[config.mk]
export PLATFORM = sky130hd
export DESIGN_NAME = block_check_counter
export DESIGN_NICKNAME = d
export VERILOG_FILES = /design/src/check_char_regs.v /design/src/char_ring_counter.v /design/src/block_check_counter.v
export VERILOG_INCLUDE_DIRS = /design/src
export SDC_FILE = /design/constraint.sdc
export NUM_CORES = 1
export LEC_CHECK = 0
export BUFFER_PORTS_ARGS = -buffer_cell sky130_fd_sc_hd__buf_2
export CELL_PAD_IN_SITES_DETAIL_PLACEMENT = 1
export CELL_PAD_IN_SITES_GLOBAL_PLACEMENT = 2
export CORE_MARGIN = 3
export CORE_UTILIZATION = 27
export CTS_CLUSTER_SIZE = 40
export DETAILED_ROUTE_END_ITERATION = 16
export PLACE_DENSITY = 0.79
export SKIP_CTS_REPAIR_TIMING = 1
export SLEW_MARGIN = 10
export SYNTH_ARGS = -nofsm -noshare
export SYNTH_HDL_FRONTEND = slang
export SYNTH_SLANG_ARGS = --single-unit
[constraint.sdc]
create_clock -name sys_clk -period 2.1 [get_ports sys_clk]
set_clock_uncertainty 0.15 [all_clocks]
set_input_delay 0.315 -clock sys_clk [delete_from_list [all_inputs] [get_ports sys_clk]]
set_output_delay 0.315 -clock sys_clk [all_outputs]
set_load 0.05 [all_outputs]
[src/chk_consts.vh]
// Constants for the block check character generator and character counter
//
// Summary of operation
// - Block text entry clears horizontal check flops
// - Mark toggles horizontal flop, space leaves it
// - Horizontal flops hold per-level mark parity
// - Block text entry also clears spiral flops
// - Second-gated mark sets spiral flop, space holds
// - Spiral shift 200 us after read-in
// - Shift rotates spiral register, level 8 to 1
// - Spiral contents after 80th character form check
// - Count feeds, punch commands, or gated clocks
// - Count 80 advances to next programmer mode
// - Ten-state units ring, nine-state tens ring
// - Block text or delete entry clears rings
// - Punch back-up signal also clears rings
// - Source: punch sample, gated clock, or feed
// - Units step on falling edge of source
// - Units wrap after nine, stepping tens ring
// - Levels gated only in block text or end-of-block
// - Spiral levels blocked during first check mode
// - Tens seventy to eighty advances, to delete when backing up
`ifndef CHK_CONSTS_VH
`define CHK_CONSTS_VH

// Register byte offsets
`define OFS_CTRL        8'h00
`define OFS_HCHK        8'h04
`define OFS_SCHK        8'h08
`define OFS_COUNT       8'h0C
`define OFS_STATUS      8'h10

// Control register fields and reset value
`define CTRL_GEN_EN     0
`define CTRL_SOFT_CLR   1
`define CTRL_RESET      2'h1

// Count register fields
`define COUNT_UNITS_LSB 0
`define COUNT_TENS_LSB  8

// Timing
`define CLK_PERIOD_NS   100
`define SET_WINDOW_NS   200000
`define SET_WINDOW_CYC  (`SET_WINDOW_NS / `CLK_PERIOD_NS)

// Ring sizes and the tens state that ends a block
`define UNITS_STATES    10
`define TENS_STATES     9
`define TENS_BLOCK_END  8

`endif

[src/check_char_regs.v]
// Horizontal parity and spiral check character registers
`timescale 1ns/1ps
module check_char_regs #(
    parameter WIDTH = 8
) (
    // Clock and reset
    input  wire             sys_clk,
    input  wire             srst,
    // Strobes
    input  wire             clear_stb,
    input  wire             read_in_stb,
    input  wire             shift_stb,
    // Gated levels
    input  wire [WIDTH-1:0] first_levels,
    input  wire [WIDTH-1:0] second_levels,
    // Check characters
    output reg  [WIDTH-1:0] horiz_r,
    output reg  [WIDTH-1:0] spiral_r
);

    always @(posedge sys_clk) begin
        if (srst || clear_stb) begin
            horiz_r  <= {WIDTH{1'b0}};
            spiral_r <= {WIDTH{1'b0}};
        end else begin
            if (read_in_stb)
                horiz_r <= horiz_r ^ first_levels;
            // If read-in and shift share a cycle, the set wins and the shift is lost
            if (read_in_stb)
                spiral_r <= spiral_r | second_levels;
            else if (shift_stb)
                spiral_r <= {spiral_r[WIDTH-2:0], spiral_r[WIDTH-1]};
        end
    end

endmodule

[src/char_ring_counter.v]
// Units and tens ring character counter
`timescale 1ns/1ps
`include "chk_consts.vh"
module char_ring_counter #(
    parameter UNITS = `UNITS_STATES,
    parameter TENS  = `TENS_STATES
) (
    // Clock and reset
    input  wire       sys_clk,
    input  wire       srst,
    // Control strobes
    input  wire       clear_stb,
    input  wire       count_stb,
    // Ring states and seventy-to-eighty tens step indication
    output reg  [3:0] units_r,
    output reg  [3:0] tens_r,
    output reg        reach_end_r
);

    localparam integer UNITS_LAST_I = UNITS - 1;
    localparam integer TENS_LAST_I  = TENS - 1;
    localparam integer TENS_END_I   = `TENS_BLOCK_END;
    localparam [3:0]   UNITS_LAST   = UNITS_LAST_I[3:0];
    localparam [3:0]   TENS_LAST    = TENS_LAST_I[3:0];
    localparam [3:0]   TENS_END     = TENS_END_I[3:0];

    always @(posedge sys_clk) begin
        if (srst || clear_stb) begin
            units_r     <= 4'h0;
            tens_r      <= 4'h0;
            reach_end_r <= 1'b0;
        end else begin
            reach_end_r <= 1'b0;
            if (count_stb) begin
                if (units_r == UNITS_LAST) begin
                    units_r <= 4'h0;
                    tens_r  <= (tens_r == TENS_LAST) ? 4'h0 : tens_r + 4'h1;
                    // Seventy to eighty marks a full block
                    reach_end_r <= (tens_r + 4'h1 == TENS_END);
                end else begin
                    units_r <= units_r + 4'h1;
                end
            end
        end
    end

endmodule

[src/block_check_counter.v]
// Block check character generator and character counter with AHB-Lite registers
//
// Implementation choices: the register addresses and the AHB-Lite slave port.
`timescale 1ns/1ps
`include "chk_consts.vh"
module block_check_counter #(
    parameter WIDTH      = 8,
    parameter WINDOW_CYC = `SET_WINDOW_CYC
) (
    // Clock and reset
    input  wire             sys_clk,
    input  wire             srst,
    // AHB-Lite slave
    input  wire             hsel,
    input  wire [31:0]      haddr,
    input  wire [1:0]       htrans,
    input  wire             hwrite,
    input  wire [2:0]       hsize,
    input  wire             hready,
    input  wire [31:0]      hwdata,
    output wire             hreadyout,
    output wire             hresp,
    output reg  [31:0]      hrdata,
    // Programmer modes
    input  wire             block_text_mode,
    input  wire             end_of_block_mode,
    input  wire             delete_mode,
    input  wire             backup_mode,
    input  wire             first_check_char,
    input  wire             block_number_low,
    // Reader and punch
    input  wire [WIDTH-1:0] char_levels,
    input  wire             feed_pulse,
    input  wire             gated_clock,
    input  wire             punch_sample_n,
    // Check characters
    output wire [WIDTH-1:0] horiz_check,
    output wire [WIDTH-1:0] spiral_check,
    // Programmer advance strobes
    output reg              adv_to_eob_r,
    output reg              adv_to_delete_r,
    output reg              adv_to_sync_idle_r
);

    localparam integer WIN_LAST_I = WINDOW_CYC - 1;
    localparam [15:0]  WIN_LAST   = WIN_LAST_I[15:0];

    // Window state machine
    localparam [1:0] ST_IDLE = 2'b01;
    localparam [1:0] ST_WIN  = 2'b10;

    function rise;
        input cur;
        input prev;
        begin
            rise = cur & ~prev;
        end
    endfunction

    // Edge detect history
    reg              bk_d_r;
    reg              del_d_r;
    reg              bu_d_r;
    reg              feed_d_r;
    reg              src_d_r;

    // Register state
    reg  [1:0]       ctrl_r;
    reg              soft_clr_r;
    reg  [1:0]       state_r;
    reg  [1:0]       state_nxt;
    reg  [15:0]      win_cnt_r;
    reg              shift_r;

    // AHB address phase capture
    reg              wr_pend_r;
    reg  [7:0]       wr_addr_r;

    wire             gen_en       = ctrl_r[`CTRL_GEN_EN];
    wire             gate_open    = block_text_mode | end_of_block_mode;
    wire             clear_stb    = rise(block_text_mode, bk_d_r) | soft_clr_r;
    wire             read_in_stb  = rise(feed_pulse, feed_d_r) & gate_open & gen_en;
    wire [WIDTH-1:0] first_lv     = char_levels & {WIDTH{read_in_stb}};
    wire [WIDTH-1:0] second_lv    = first_lv & {WIDTH{~first_check_char}};

    // Count source; the feed pulse is taken inverted
    wire             count_src    = delete_mode ? punch_sample_n :
                                    (block_number_low ? gated_clock : ~feed_pulse);
    wire             count_stb    = src_d_r & ~count_src;
    wire             cnt_clear    = rise(block_text_mode, bk_d_r) | rise(delete_mode, del_d_r)
                                    | rise(backup_mode, bu_d_r);

    wire [3:0]       units;
    wire [3:0]       tens;
    wire             reach_end;

    wire             addr_phase   = hsel & htrans[1] & hready;

    always @(posedge sys_clk) begin
        if (srst) begin
            bk_d_r   <= 1'b0;
            del_d_r  <= 1'b0;
            bu_d_r   <= 1'b0;
            feed_d_r <= 1'b0;
            src_d_r  <= 1'b0;
        end else begin
            bk_d_r   <= block_text_mode;
            del_d_r  <= delete_mode;
            bu_d_r   <= backup_mode;
            feed_d_r <= feed_pulse;
            src_d_r  <= count_src;
        end
    end

    // Character set window: a new read-in restarts it
    always @* begin
        state_nxt = state_r;
        case (state_r)
            ST_IDLE: begin
                if (read_in_stb)
                    state_nxt = ST_WIN;
            end
            ST_WIN: begin
                if (clear_stb)
                    state_nxt = ST_IDLE;
                else if (!read_in_stb && win_cnt_r == WIN_LAST)
                    state_nxt = ST_IDLE;
            end
            default: state_nxt = ST_IDLE;
        endcase
    end

    always @(posedge sys_clk) begin
        if (srst) begin
            state_r   <= ST_IDLE;
            win_cnt_r <= 16'h0000;
            shift_r   <= 1'b0;
        end else begin
            state_r <= state_nxt;
            shift_r <= 1'b0;
            if (read_in_stb) begin
                win_cnt_r <= 16'h0000;
            end else if (state_r == ST_WIN) begin
                win_cnt_r <= win_cnt_r + 16'h0001;
                // Trailing edge of the set window fires one shift
                if (win_cnt_r == WIN_LAST && !clear_stb)
                    shift_r <= 1'b1;
            end
        end
    end

    check_char_regs #(
        .WIDTH (WIDTH)
    ) u_regs (
        .sys_clk       (sys_clk),
        .srst          (srst),
        .clear_stb     (clear_stb),
        .read_in_stb   (read_in_stb),
        .shift_stb     (shift_r),
        .first_levels  (first_lv),
        .second_levels (second_lv),
        .horiz_r       (horiz_check),
        .spiral_r      (spiral_check)
    );

    char_ring_counter #(
        .UNITS (`UNITS_STATES),
        .TENS  (`TENS_STATES)
    ) u_count (
        .sys_clk     (sys_clk),
        .srst        (srst),
        .clear_stb   (cnt_clear),
        .count_stb   (count_stb),
        .units_r     (units),
        .tens_r      (tens),
        .reach_end_r (reach_end)
    );

    // Mode advance on reaching eighty
    always @(posedge sys_clk) begin
        if (srst) begin
            adv_to_eob_r       <= 1'b0;
            adv_to_delete_r    <= 1'b0;
            adv_to_sync_idle_r <= 1'b0;
        end else begin
            adv_to_eob_r       <= reach_end & ~backup_mode & ~delete_mode;
            adv_to_delete_r    <= reach_end & backup_mode;
            adv_to_sync_idle_r <= reach_end & delete_mode & ~backup_mode;
        end
    end

    // AHB-Lite slave: zero wait states, always OKAY
    assign hreadyout = 1'b1;
    assign hresp     = 1'b0;

    always @(posedge sys_clk) begin
        if (srst) begin
            wr_pend_r  <= 1'b0;
            wr_addr_r  <= 8'h00;
            ctrl_r     <= `CTRL_RESET;
            soft_clr_r <= 1'b0;
            hrdata     <= 32'h0000_0000;
        end else begin
            soft_clr_r <= 1'b0;
            if (hready) begin
                wr_pend_r <= addr_phase & hwrite;
                wr_addr_r <= haddr[7:0];
            end
            if (wr_pend_r && wr_addr_r == `OFS_CTRL) begin
                ctrl_r[`CTRL_GEN_EN] <= hwdata[`CTRL_GEN_EN];
                // Self-clearing; reads back as zero
                soft_clr_r <= hwdata[`CTRL_SOFT_CLR];
            end
            // Read data captured in address phase, valid through data phase
            if (addr_phase && !hwrite) begin
                case (haddr[7:0])
                    `OFS_CTRL:   hrdata <= {30'h0, 1'b0, ctrl_r[`CTRL_GEN_EN]};
                    `OFS_HCHK:   hrdata <= {{(32-WIDTH){1'b0}}, horiz_check};
                    `OFS_SCHK:   hrdata <= {{(32-WIDTH){1'b0}}, spiral_check};
                    `OFS_COUNT:  hrdata <= {20'h0, tens, 4'h0, units};
                    `OFS_STATUS: hrdata <= {24'h0, state_r == ST_WIN, block_number_low,
                                            first_check_char, backup_mode, delete_mode,
                                            end_of_block_mode, block_text_mode, gate_open};
                    default:     hrdata <= 32'h0000_0000;
                endcase
            end
        end
    end

endmodule

### Word level (Yosys, flattened, before mapping)

Index checks and enable logic that the tools add are counted.

* bits of input ports: 91
* output and inout bits: 53
* word-level logic and storage cells: 102
* flip-flop bits (word level): 95

* multiplexer cells: 12
* $add $sub $neg: 3
* equality and inequality tests: 12
* bitwise gates (word level): 36
* reductions and logical operators: 18

Operator list (number)
* 12-bit one-hot mux with 5 select lines: 1
* 16-bit by 1-bit adder with 16-bit output (second input constant): 1
* 8-bit AND: 2
* 16-bit by 11-bit equality test with 1-bit output (second input constant): 1
* 8-bit by 4-bit equality test with 1-bit output (second input constant): 2
* 8-bit logical NOT: 2
* 8-bit 2-to-1 mux: 2
* 1-bit AND: 15
* 1-bit NOT: 13
* 4-bit equality test (second input constant): 3
* 4-bit by 1-bit adder with 4-bit output (second input constant): 2
* 8-bit by 3-bit equality test with 1-bit output (second input constant): 1
* 8-bit by 5-bit equality test with 1-bit output (second input constant): 1
* 4-bit 2-to-1 mux: 2
* 8-bit bitwise OR: 1
* 8-bit XOR: 1
* 2-bit 2-to-1 mux: 3
* 3-bit OR reduction: 2
* 1-bit logical AND: 4
* 1-bit bitwise OR: 4
* 2-bit one-hot mux with 2 select lines: 1
* 2-bit AND reduction: 2
* 2-bit OR reduction: 2
* 1-bit logical NOT: 3
* other kinds (7): 10

### Longest topological paths before layout

Gate-level depths: netlist of the first run.

* depth in word-level cells: 9
* gate-level depth with buffers: 6
* gate-level depth less buffers: 5

### By module

From an unflattened synthesis of the first run, not the netlist that was laid out.

* cells, all modules: 404
* area, all modules: 3744.8 um^2

Modules (own cells, without submodules)
* block_check_counter: sequential area each 1001.0 um^2, area each 2512.4 um^2, times used 1, cells each 279
* check_char_regs: sequential area each 320.3 um^2, area each 763.2 um^2, times used 1, cells each 71
* char_ring_counter: sequential area each 180.2 um^2, area each 469.2 um^2, times used 1, cells each 54

### Worst setup path before layout of the first run

Ideal clock, no wire load.

* kind: in2reg
* start point: input haddr[1]
* end point: register hrdata[1]
* cell stages on the path: 4
* library setup time: 0.087 ns
* path buffers: 1
* data arrival time: 1.566 ns
* path slack: 0.297 ns
* path through: or4_4 -> or4_1 -> buf_2 -> o31ai_1

* cells in the longest elaborated chain, start to end: 2

RTL lines
* start: declaration: RTL line block_check_counter.v:15 `input wire [31:0] haddr,`
* 8-bit by 5-bit equality test with 1-bit output, or another cell as far along: RTL line block_check_counter.v:216 `case (haddr[7:0])`
* 12-bit one-hot mux with 5 select lines (*): RTL line block_check_counter.v:216
* end signal: assignment: RTL line block_check_counter.v:217 `` `OFS_CTRL: hrdata <= {30'h0, 1'b0, ctrl_r[`CTRL_GEN_EN]}; ``
* end signal: assignment: RTL line block_check_counter.v:218 `` `OFS_HCHK: hrdata <= {{(32-WIDTH){1'b0}}, horiz_check}; ``
* end signal: assignment: RTL line block_check_counter.v:219 `` `OFS_SCHK: hrdata <= {{(32-WIDTH){1'b0}}, spiral_check}; ``
* end: declaration: RTL line block_check_counter.v:23 `output reg [31:0] hrdata,`

Mark *: on every way between the ends. The rest lies on a longest branch, timed or not.
A chain may end at the register's enable or synchronous reset.

### Worst setup path after layout of the first run

* start point: register win_cnt_r[4]
* end point: register win_cnt_r[14]

* cells in the longest elaborated chain, start to end: 1

RTL lines
* start: declaration: RTL line block_check_counter.v:72 `reg [15:0] win_cnt_r;`
* start signal: assignment: RTL line block_check_counter.v:144 `win_cnt_r <= win_cnt_r + 16'h0001;`
* 16-bit by 1-bit adder with 16-bit output: RTL line block_check_counter.v:144

Every way passes these cells.

==> results of run 1 <==
[metrics by stage]
stage	setup slack (ns)	utilization (%)	area, um^2	instances
6_report	0.268	34.4	4260	619
5_1_grt	0.124	34.4	4260	619
4_1_cts	0.238	34.4	4260	619
3_5_place_dp	0.00365	32.0	3960	603
3_3_place_gp	0.0534	32.0	3960	603
2_1_floorplan	0.297	-	3580	399
[layout by cell type (no fill, tap or decap), types with 6 or more instances in the layout]
cell type	count
a22oi_1	7
nand3_1	15
nor2_1	30
o221a_2	8
nand2b_1	11
nor2b_1	14
or4_1	7
or3_1	6
mux2i_1	14
dfxtp_1	75
a21oi_1	21
conb_1	22
nand2_1	18
xor2_1	14
buf_2	63
buf_4	12
inv_1	8
o31ai_1	7
clkbuf_16	9
o21ai_0	11
[per-layer routing]
metal	share of wire (%)	global-route usage [%]	wire [um]
met5	0	0	0
met4	2.0	6.44	195
met3	4.7	2.50	456
met2	45	21.8	4400
met1	48	17.7	4680
[sequential cells by signal, indices dropped and copies added (netlist names), 2 cells and up]
| register | count |
|---|---|
| u_regs.spiral_r | 8 |
| win_cnt_r | 16 |
| state_r | 2 |
| u_count.tens_r | 4 |
| wr_addr_r | 8 |
| u_regs.horiz_r | 8 |
| u_count.units_r | 4 |
| hrdata | 12 |
[how the worst max path moves through the flow]
stage,to,slack [ns],depth (start not counted)
6_report,win_cnt_r[14],0.27,4
5_1_grt,win_cnt_r[14],0.12,4
4_1_cts,win_cnt_r[14],0.24,4
3_5_place_dp,hrdata[2],0.004,4
3_3_place_gp,hrdata[1],0.05,4
2_1_floorplan,hrdata[1],0.30,4
[worst max-delay path: stages, from the launching register on]
cell and delay, ns:
dfxtp_1 0.42, and4_1 0.32, nand3_1 0.20, or4_1 0.54
a21oi_1 0.14
[power by group through the flow]
stage	Clock (uW)	Combinational, uW	Sequential [uW]
2_1_floorplan	0	270	1560
3_3_place_gp	0	384	1520
3_5_place_dp	0	393	1520
4_1_cts	1560	395	1490
5_1_grt	1630	426	1490
6_report	1530	394	1490
[cell usage after synthesis, types with 2 or more instances]
library cell  number
a22oi_1            7
a22o_1             5
or2_2              2
o221a_2            8
inv_1              8
and4_1             2
nand2b_1          11
conb_1             2
clkbuf_1          15
o211ai_1           2
a32oi_1            3
nor2b_1           14
nor2_1            30
buf_4             22
a2bb2oi_1          3
and3_1             3
and3b_1            2
nand2_1           18
nor3b_1            5
mux2i_1           14
ha_1               3
and2_1             2
nor3_1             4
o21ai_0           11
mux2_2             4
nor4b_1            2
nor4_1             2
o31ai_1            7
a21oi_1           21
dfxtp_1           75
or3_1              6
nand4b_1           3
xor2_1            14
nand3b_1           4
nand3_1           15
xnor2_1            5
nand4_1            5
or4_1              7
[logic make-up after synthesis]
group | count (synthesis) | synth area share [%]
and+or+nand+nor | 141 | 22.8
xor gates and xnor gates | 19 | 4.75
adders and majority gates | 3 | 1.07
buffers and inverters | 47 | 7.43
other | 2 | 0.215
muxes | 18 | 5.29
AOI/OAI and AO/OA | 74 | 15.5
DFF | 75 | 42.9
[area by class of cell]
type / count / area (um^2)
sequential: 75 / 1500
clock buffer: 11 / 243
timing repair buffer: 75 / 405
tap: 168 / 210
fill: 1467 / 8110
multi-input combinational: 277 / 1810
inverter: 8 / 30.0
clock inverter: 5 / 52.6
==> results by group, run 1 <==
Pwr
  • Power per cell area: between 700 and 800 nW/um^2
  • Switching part of the total: 26.1%
  • Logic gate share of total power: between 10% and 20%
  • Psw: about 900 uW
  • Clock power frac: about 45%
  • Seq pwr share: a little over two fifths
  • Total chip power: roughly 3400 uW
  • Pint: about 2500 uW
  • Leakage: ~0.0017 uW
  • Peak supply drop: 362 uV

Detailed routing
  • WL/cell: 15.7 um
  • Vias: about 3,000
  • DRT Wirelength: around 9700 um
  • DRC viols: 0
  • DRT Pass-1 Iters: 4
  • Routed Antenna Nets: 0
  • Iteration-0 DRC Markers: between 100 and 150
  • Vias per cell: 4.87

STA
  • Final Critical Period: about 1.8 ns
  • WHS: 0.104 ns
  • Setup TNS: 0 ns
  • Max-slew violations: 0
  • Final Cycle Share: slightly below 90%
  • Count of final hold-check violations: 0
  • Slew of the pin with the lowest slew margin: slightly below 1 ns
  • RSZ-0062 raised after global routing: false
  • Final setup vio count: 0
  • Rel. slew slack: roughly a third
  • Fmax: approximately 550 MHz

Synth
  • Largest area contributor in the netlist: dfxtp_1
  • Syn_area_per_cell: a little over 9 um^2
  • Register bit count reported by yosys: between 70 and 80
  • Netlist cell types: approximately 50
  • Mapped Cells: ~380
  • Synth warn: 0
  • Top cells by area, synth: dfxtp_1 43%, buf_4 4.7%, mux2i_1 4.0%
  • Top cell type's share of synthesized area: between 40% and 50%
  • Asr flop ratio synth: 0%
  • Post-synth EDFFs: 0
  • Mapped cell area: roughly 3500 um^2
  • Post-synthesis sequential area ratio: around 43%
  • Most used flip-flop cell after synthesis: dfxtp_1

Critical path
  • Reg2Reg Depth: 4
  • CP max FO: 6
  • Critical path class: flop to flop
  • CP endpoint kind: flop
  • FF-to-FF End: win_cnt_r[14]
  • CP Launch Type: flop
  • Crit path launch: win_cnt_r[4]
  • Crit path required time: ~2.2 ns
  • Arr. time, crit path: between 1.5 and 2 ns
  • RR Startpoint: win_cnt_r[4]
  • R2R Setup Slk: between 0.2 and 0.3 ns

Cells and area
  • Proportion of layout cells with a drive suffix above 1: about a quarter
  • Number of diodes: 0
  • Final net count: between 500 and 600
  • P&R area growth vs syn: 21.6%

GRT
  • First-pass GRT wire length: 15,600 um
  • Vias in the first global route: 3,045
  • Initial antenna violation count: 0
  • Tot GR Track Use: between 10% and 20%
  • Grt ovf: 0
  • Largest net degree at the start of global routing: 17

Floorplan
  • Die ar.: between 10,000 and 15,000 um^2
  • Die H: 120 um
  • Core area: between 10,000 and 15,000 um^2
  • Row cnt: 40
  • I/O Pins: ~140
  • Initial Util: between 20 and 30%
  • Chip Width: roughly 120 um

Placement
  • Post-detail-place hpwl: roughly 7500 um
  • Placer Congestion: just under 0.8
  • I/O Buffers: between 60 and 70

Clock tree
  • H-tree Lvls: 3
  • Max Root-Sink Buffers: 2
  • CTS clock-pin slew for the worst setup and hold paths: about 0.060 ns
  • TritonCTS Buffers: 9
  • CTS tree: yes
  • Root buf cell: clkbuf_16
  • TritonCTS sink count: 75
  • Clk Latency, worst-skew pair: 0.33 ns

Min path
  • WHS Endpoint: wr_addr_r[5]
  • Hold path cells: 3
  • Hold Crit Start: haddr[5]
  • Min-delay worst type: primary input to flop

Run
  • Max-cap violation count: 0

Run status
  • Status: completed
Note: power is estimated with default switching activity, not from simulation.
==> run 2: changes to the inputs <==
- GPL_TIMING_DRIVEN: unset -> 0
- SLEW_MARGIN: 10 -> unset
==> run 2 against run 1 <==
  * Critical path depth increased by 1
  * Flip-flop and latch count unchanged
  * Die area unchanged
  * Sequential power about the same
  * Sequential share of layout area decreased by 1.1 points
  * Cell count increased by 4.0%
  * Cell area increased by 3.2%
  * Clock power about the same
  * Combinational power increased by 7.6%
  * Register-to-register slack got worse by 0.09 ns
==> results by group, run 2 (synthesized netlist as in run 1, its figures left out) <==
STA
  • Max-slew violations: 0
  • Final Cycle Share: 91.7%
  • Rel. slew slack: ~38%
  • Final setup vio count: 0
  • Setup TNS: 0 ns
  • Count of final hold-check violations: 0
  • Final Critical Period: 1.93 ns
  • Fmax: between 500 and 600 MHz
  • RSZ-0062 raised after global routing: false
  • Slew of the pin with the lowest slew margin: around 0.93 ns

Critical path
  • Arr. time, crit path: 1.97 ns
  • RR Startpoint: ctrl_r[0]
  • Crit path launch: ctrl_r[0]
  • CP endpoint kind: flop
  • Worst path cell trace: and3b_1 -> and2_1 -> clkbuf_1 -> o41ai_1 -> a21oi_1
  • Crit path required time: ~2.1 ns
  • FF-to-FF End: state_r[1]
  • CP Launch Type: flop
  • Crit path to: state_r[1]
  • Reg2Reg Depth: 5
  • CP max stage delay: between 0.5 and 0.6 ns
  • CP max FO: 10
  • Slowest CP cell: o41ai_1
  • R2R Setup Slk: 0.17 ns
  • Critical path class: flop to flop

Clock tree
  • TritonCTS sink count: 75
  • Root buf cell: clkbuf_16
  • Max Root-Sink Buffers: 2
  • CTS clock-pin slew for the worst setup and hold paths: 0.06 ns
  • CTS tree: yes
  • H-tree Lvls: 3
  • TritonCTS Buffers: 9
  • Clk Latency, worst-skew pair: around 0.33 ns

Detailed routing
  • Iteration-0 DRC Markers: 139
  • Routed Antenna Nets: 0
  • Vias per cell: approximately 4.7
  • DRC viols: 0
  • DRT Wirelength: ~9900 um
  • Vias: 3,025
  • DRT Pass-1 Iters: 6
  • WL/cell: ~15 um

GRT
  • First-pass GRT wire length: 15,500 um
  • GR Util met3: approximately 3.5%
  • Grt ovf: 0
  • Initial antenna violation count: 0
  • GRT busiest layer: met2
  • Largest net degree at the start of global routing: 14
  • Vias in the first global route: 3,080
  • Global-route met2 utilization: between 20% and 30%
  • GR Util met1: a little under a fifth
  • Tot GR Track Use: 13.6%

Cells and area
  • Number of diodes: 0
  • Most frequent cells in the layout: 75 x dfxtp_1, 62 x buf_2, 30 x nor2_1
  • Commonest non-fill, non-tap cell in the layout: dfxtp_1
  • Final Instance Area: between 4000 and 5000 um^2
  • Proportion of layout cells with a drive suffix above 1: 25.0%
  • Most flops, register: win_cnt_r
  • Largest register FFs: 16
  • Final core occ: between 30% and 40%
  • Final net count: 565
  • Biggest regs: win_cnt_r: 16 flops, hrdata: 12 flops
  • P&R area growth vs syn: 25.5%

Floorplan
  • Core area: 12,400 um^2
  • Initial Util: around 28%
  • Die H: 120 um
  • Chip Width: around 120 um
  • Die ar.: between 10,000 and 15,000 um^2
  • Row cnt: 40
  • I/O Pins: approximately 140

Placement
  • I/O Buffers: just over 60
  • Placed Area: ~4000 um^2
  • Placer Congestion: slightly above 0.8
  • Post-detail-place hpwl: 7730 um

Min path
  • Min-delay worst type: primary input to flop

Pwr
  • Leakage: around 0.0018 uW
  • Power per cell area: roughly 780 nW/um^2
  • Peak supply drop: around 280 uV

Run
  • Max-cap violation count: 0

Run status
  • Status: completed
run 2: cell count changes in the layout (fill, tap and decap cells not counted):
| cell | before | now |
|---|---|---|
| nor2b_2 | 0 | 1 |
| nor2b_1 | 14 | 13 |
| a21oi_1 | 21 | 20 |
| clkbuf_8 | 1 | 0 |
| buf_2 | 63 | 62 |
| a21oi_2 | 0 | 1 |
| buf_1 | 0 | 1 |
| clkinv_2 | 3 | 1 |
| buf_4 | 12 | 22 |
| clkinv_4 | 0 | 1 |
| clkbuf_1 | 1 | 15 |
| clkbuf_2 | 0 | 1 |
| clkinvlp_4 | 1 | 3 |
run 2: routing by layer:
metal / wire length [um] / vias up
li1: - / 1507
met1: 4920 / 1436
met2: 4370 / 74
met3: 438 / 8
met4: 127 / 0
met5: 0 / -
run 2: how the worst min path moves through the flow:
stage | cells after the start | endpoint | slack [ns] | startpoint
floorplan | 1 | adv_to_sync_idle_r | 0.24 | backup_mode
global placement | 2 | hrdata[6] | 0.29 | hrdata[6]
detailed placement | 2 | hrdata[4] | 0.30 | hrdata[4]
CTS | 3 | wr_addr_r[7] | 0.09 | haddr[7]
global route | 2 | bk_d_r | 0.10 | block_text_mode
finish | 3 | wr_addr_r[7] | 0.1 | haddr[7]
run 2: worst max-delay path, delay by kind of cell, from the launching register on:
kind	cells	cell delay, ns
AOI/OAI and AO/OA	2	0.70
buffers and inverters	1	0.24
DFF	1	0.33
and+or+nand+nor	2	0.37
run 2: cell type report:
class	count	area (um^2)
inverter	8	30.0
sequential	75	1500
multi-input combinational	277	1820
fill	1485	7970
buffer	39	231
timing repair buffer	61	305
tap	168	210
clock buffer	10	229
clock inverter	6	66.3
run 2: where the power goes:
part	switching (uW)	internal (uW)	total, uW
Sequential	29.1	1460	1490
Clock	602	920	1520
Combinational	289	136	424
Total	920	2510	3430
run 2: per-stage QoR:
step	setup slack [ns]	hold WS [ns]	std cells	total power, uW
floorplan	0.297	0.241	399	1830
global placement	-0.00384	0.289	628	1930
detailed placement	-0.0311	0.301	628	1940
CTS	0.113	0.0931	644	3460
global route	0.0459	0.104	644	3570
finish	0.175	0.0966	644	3430
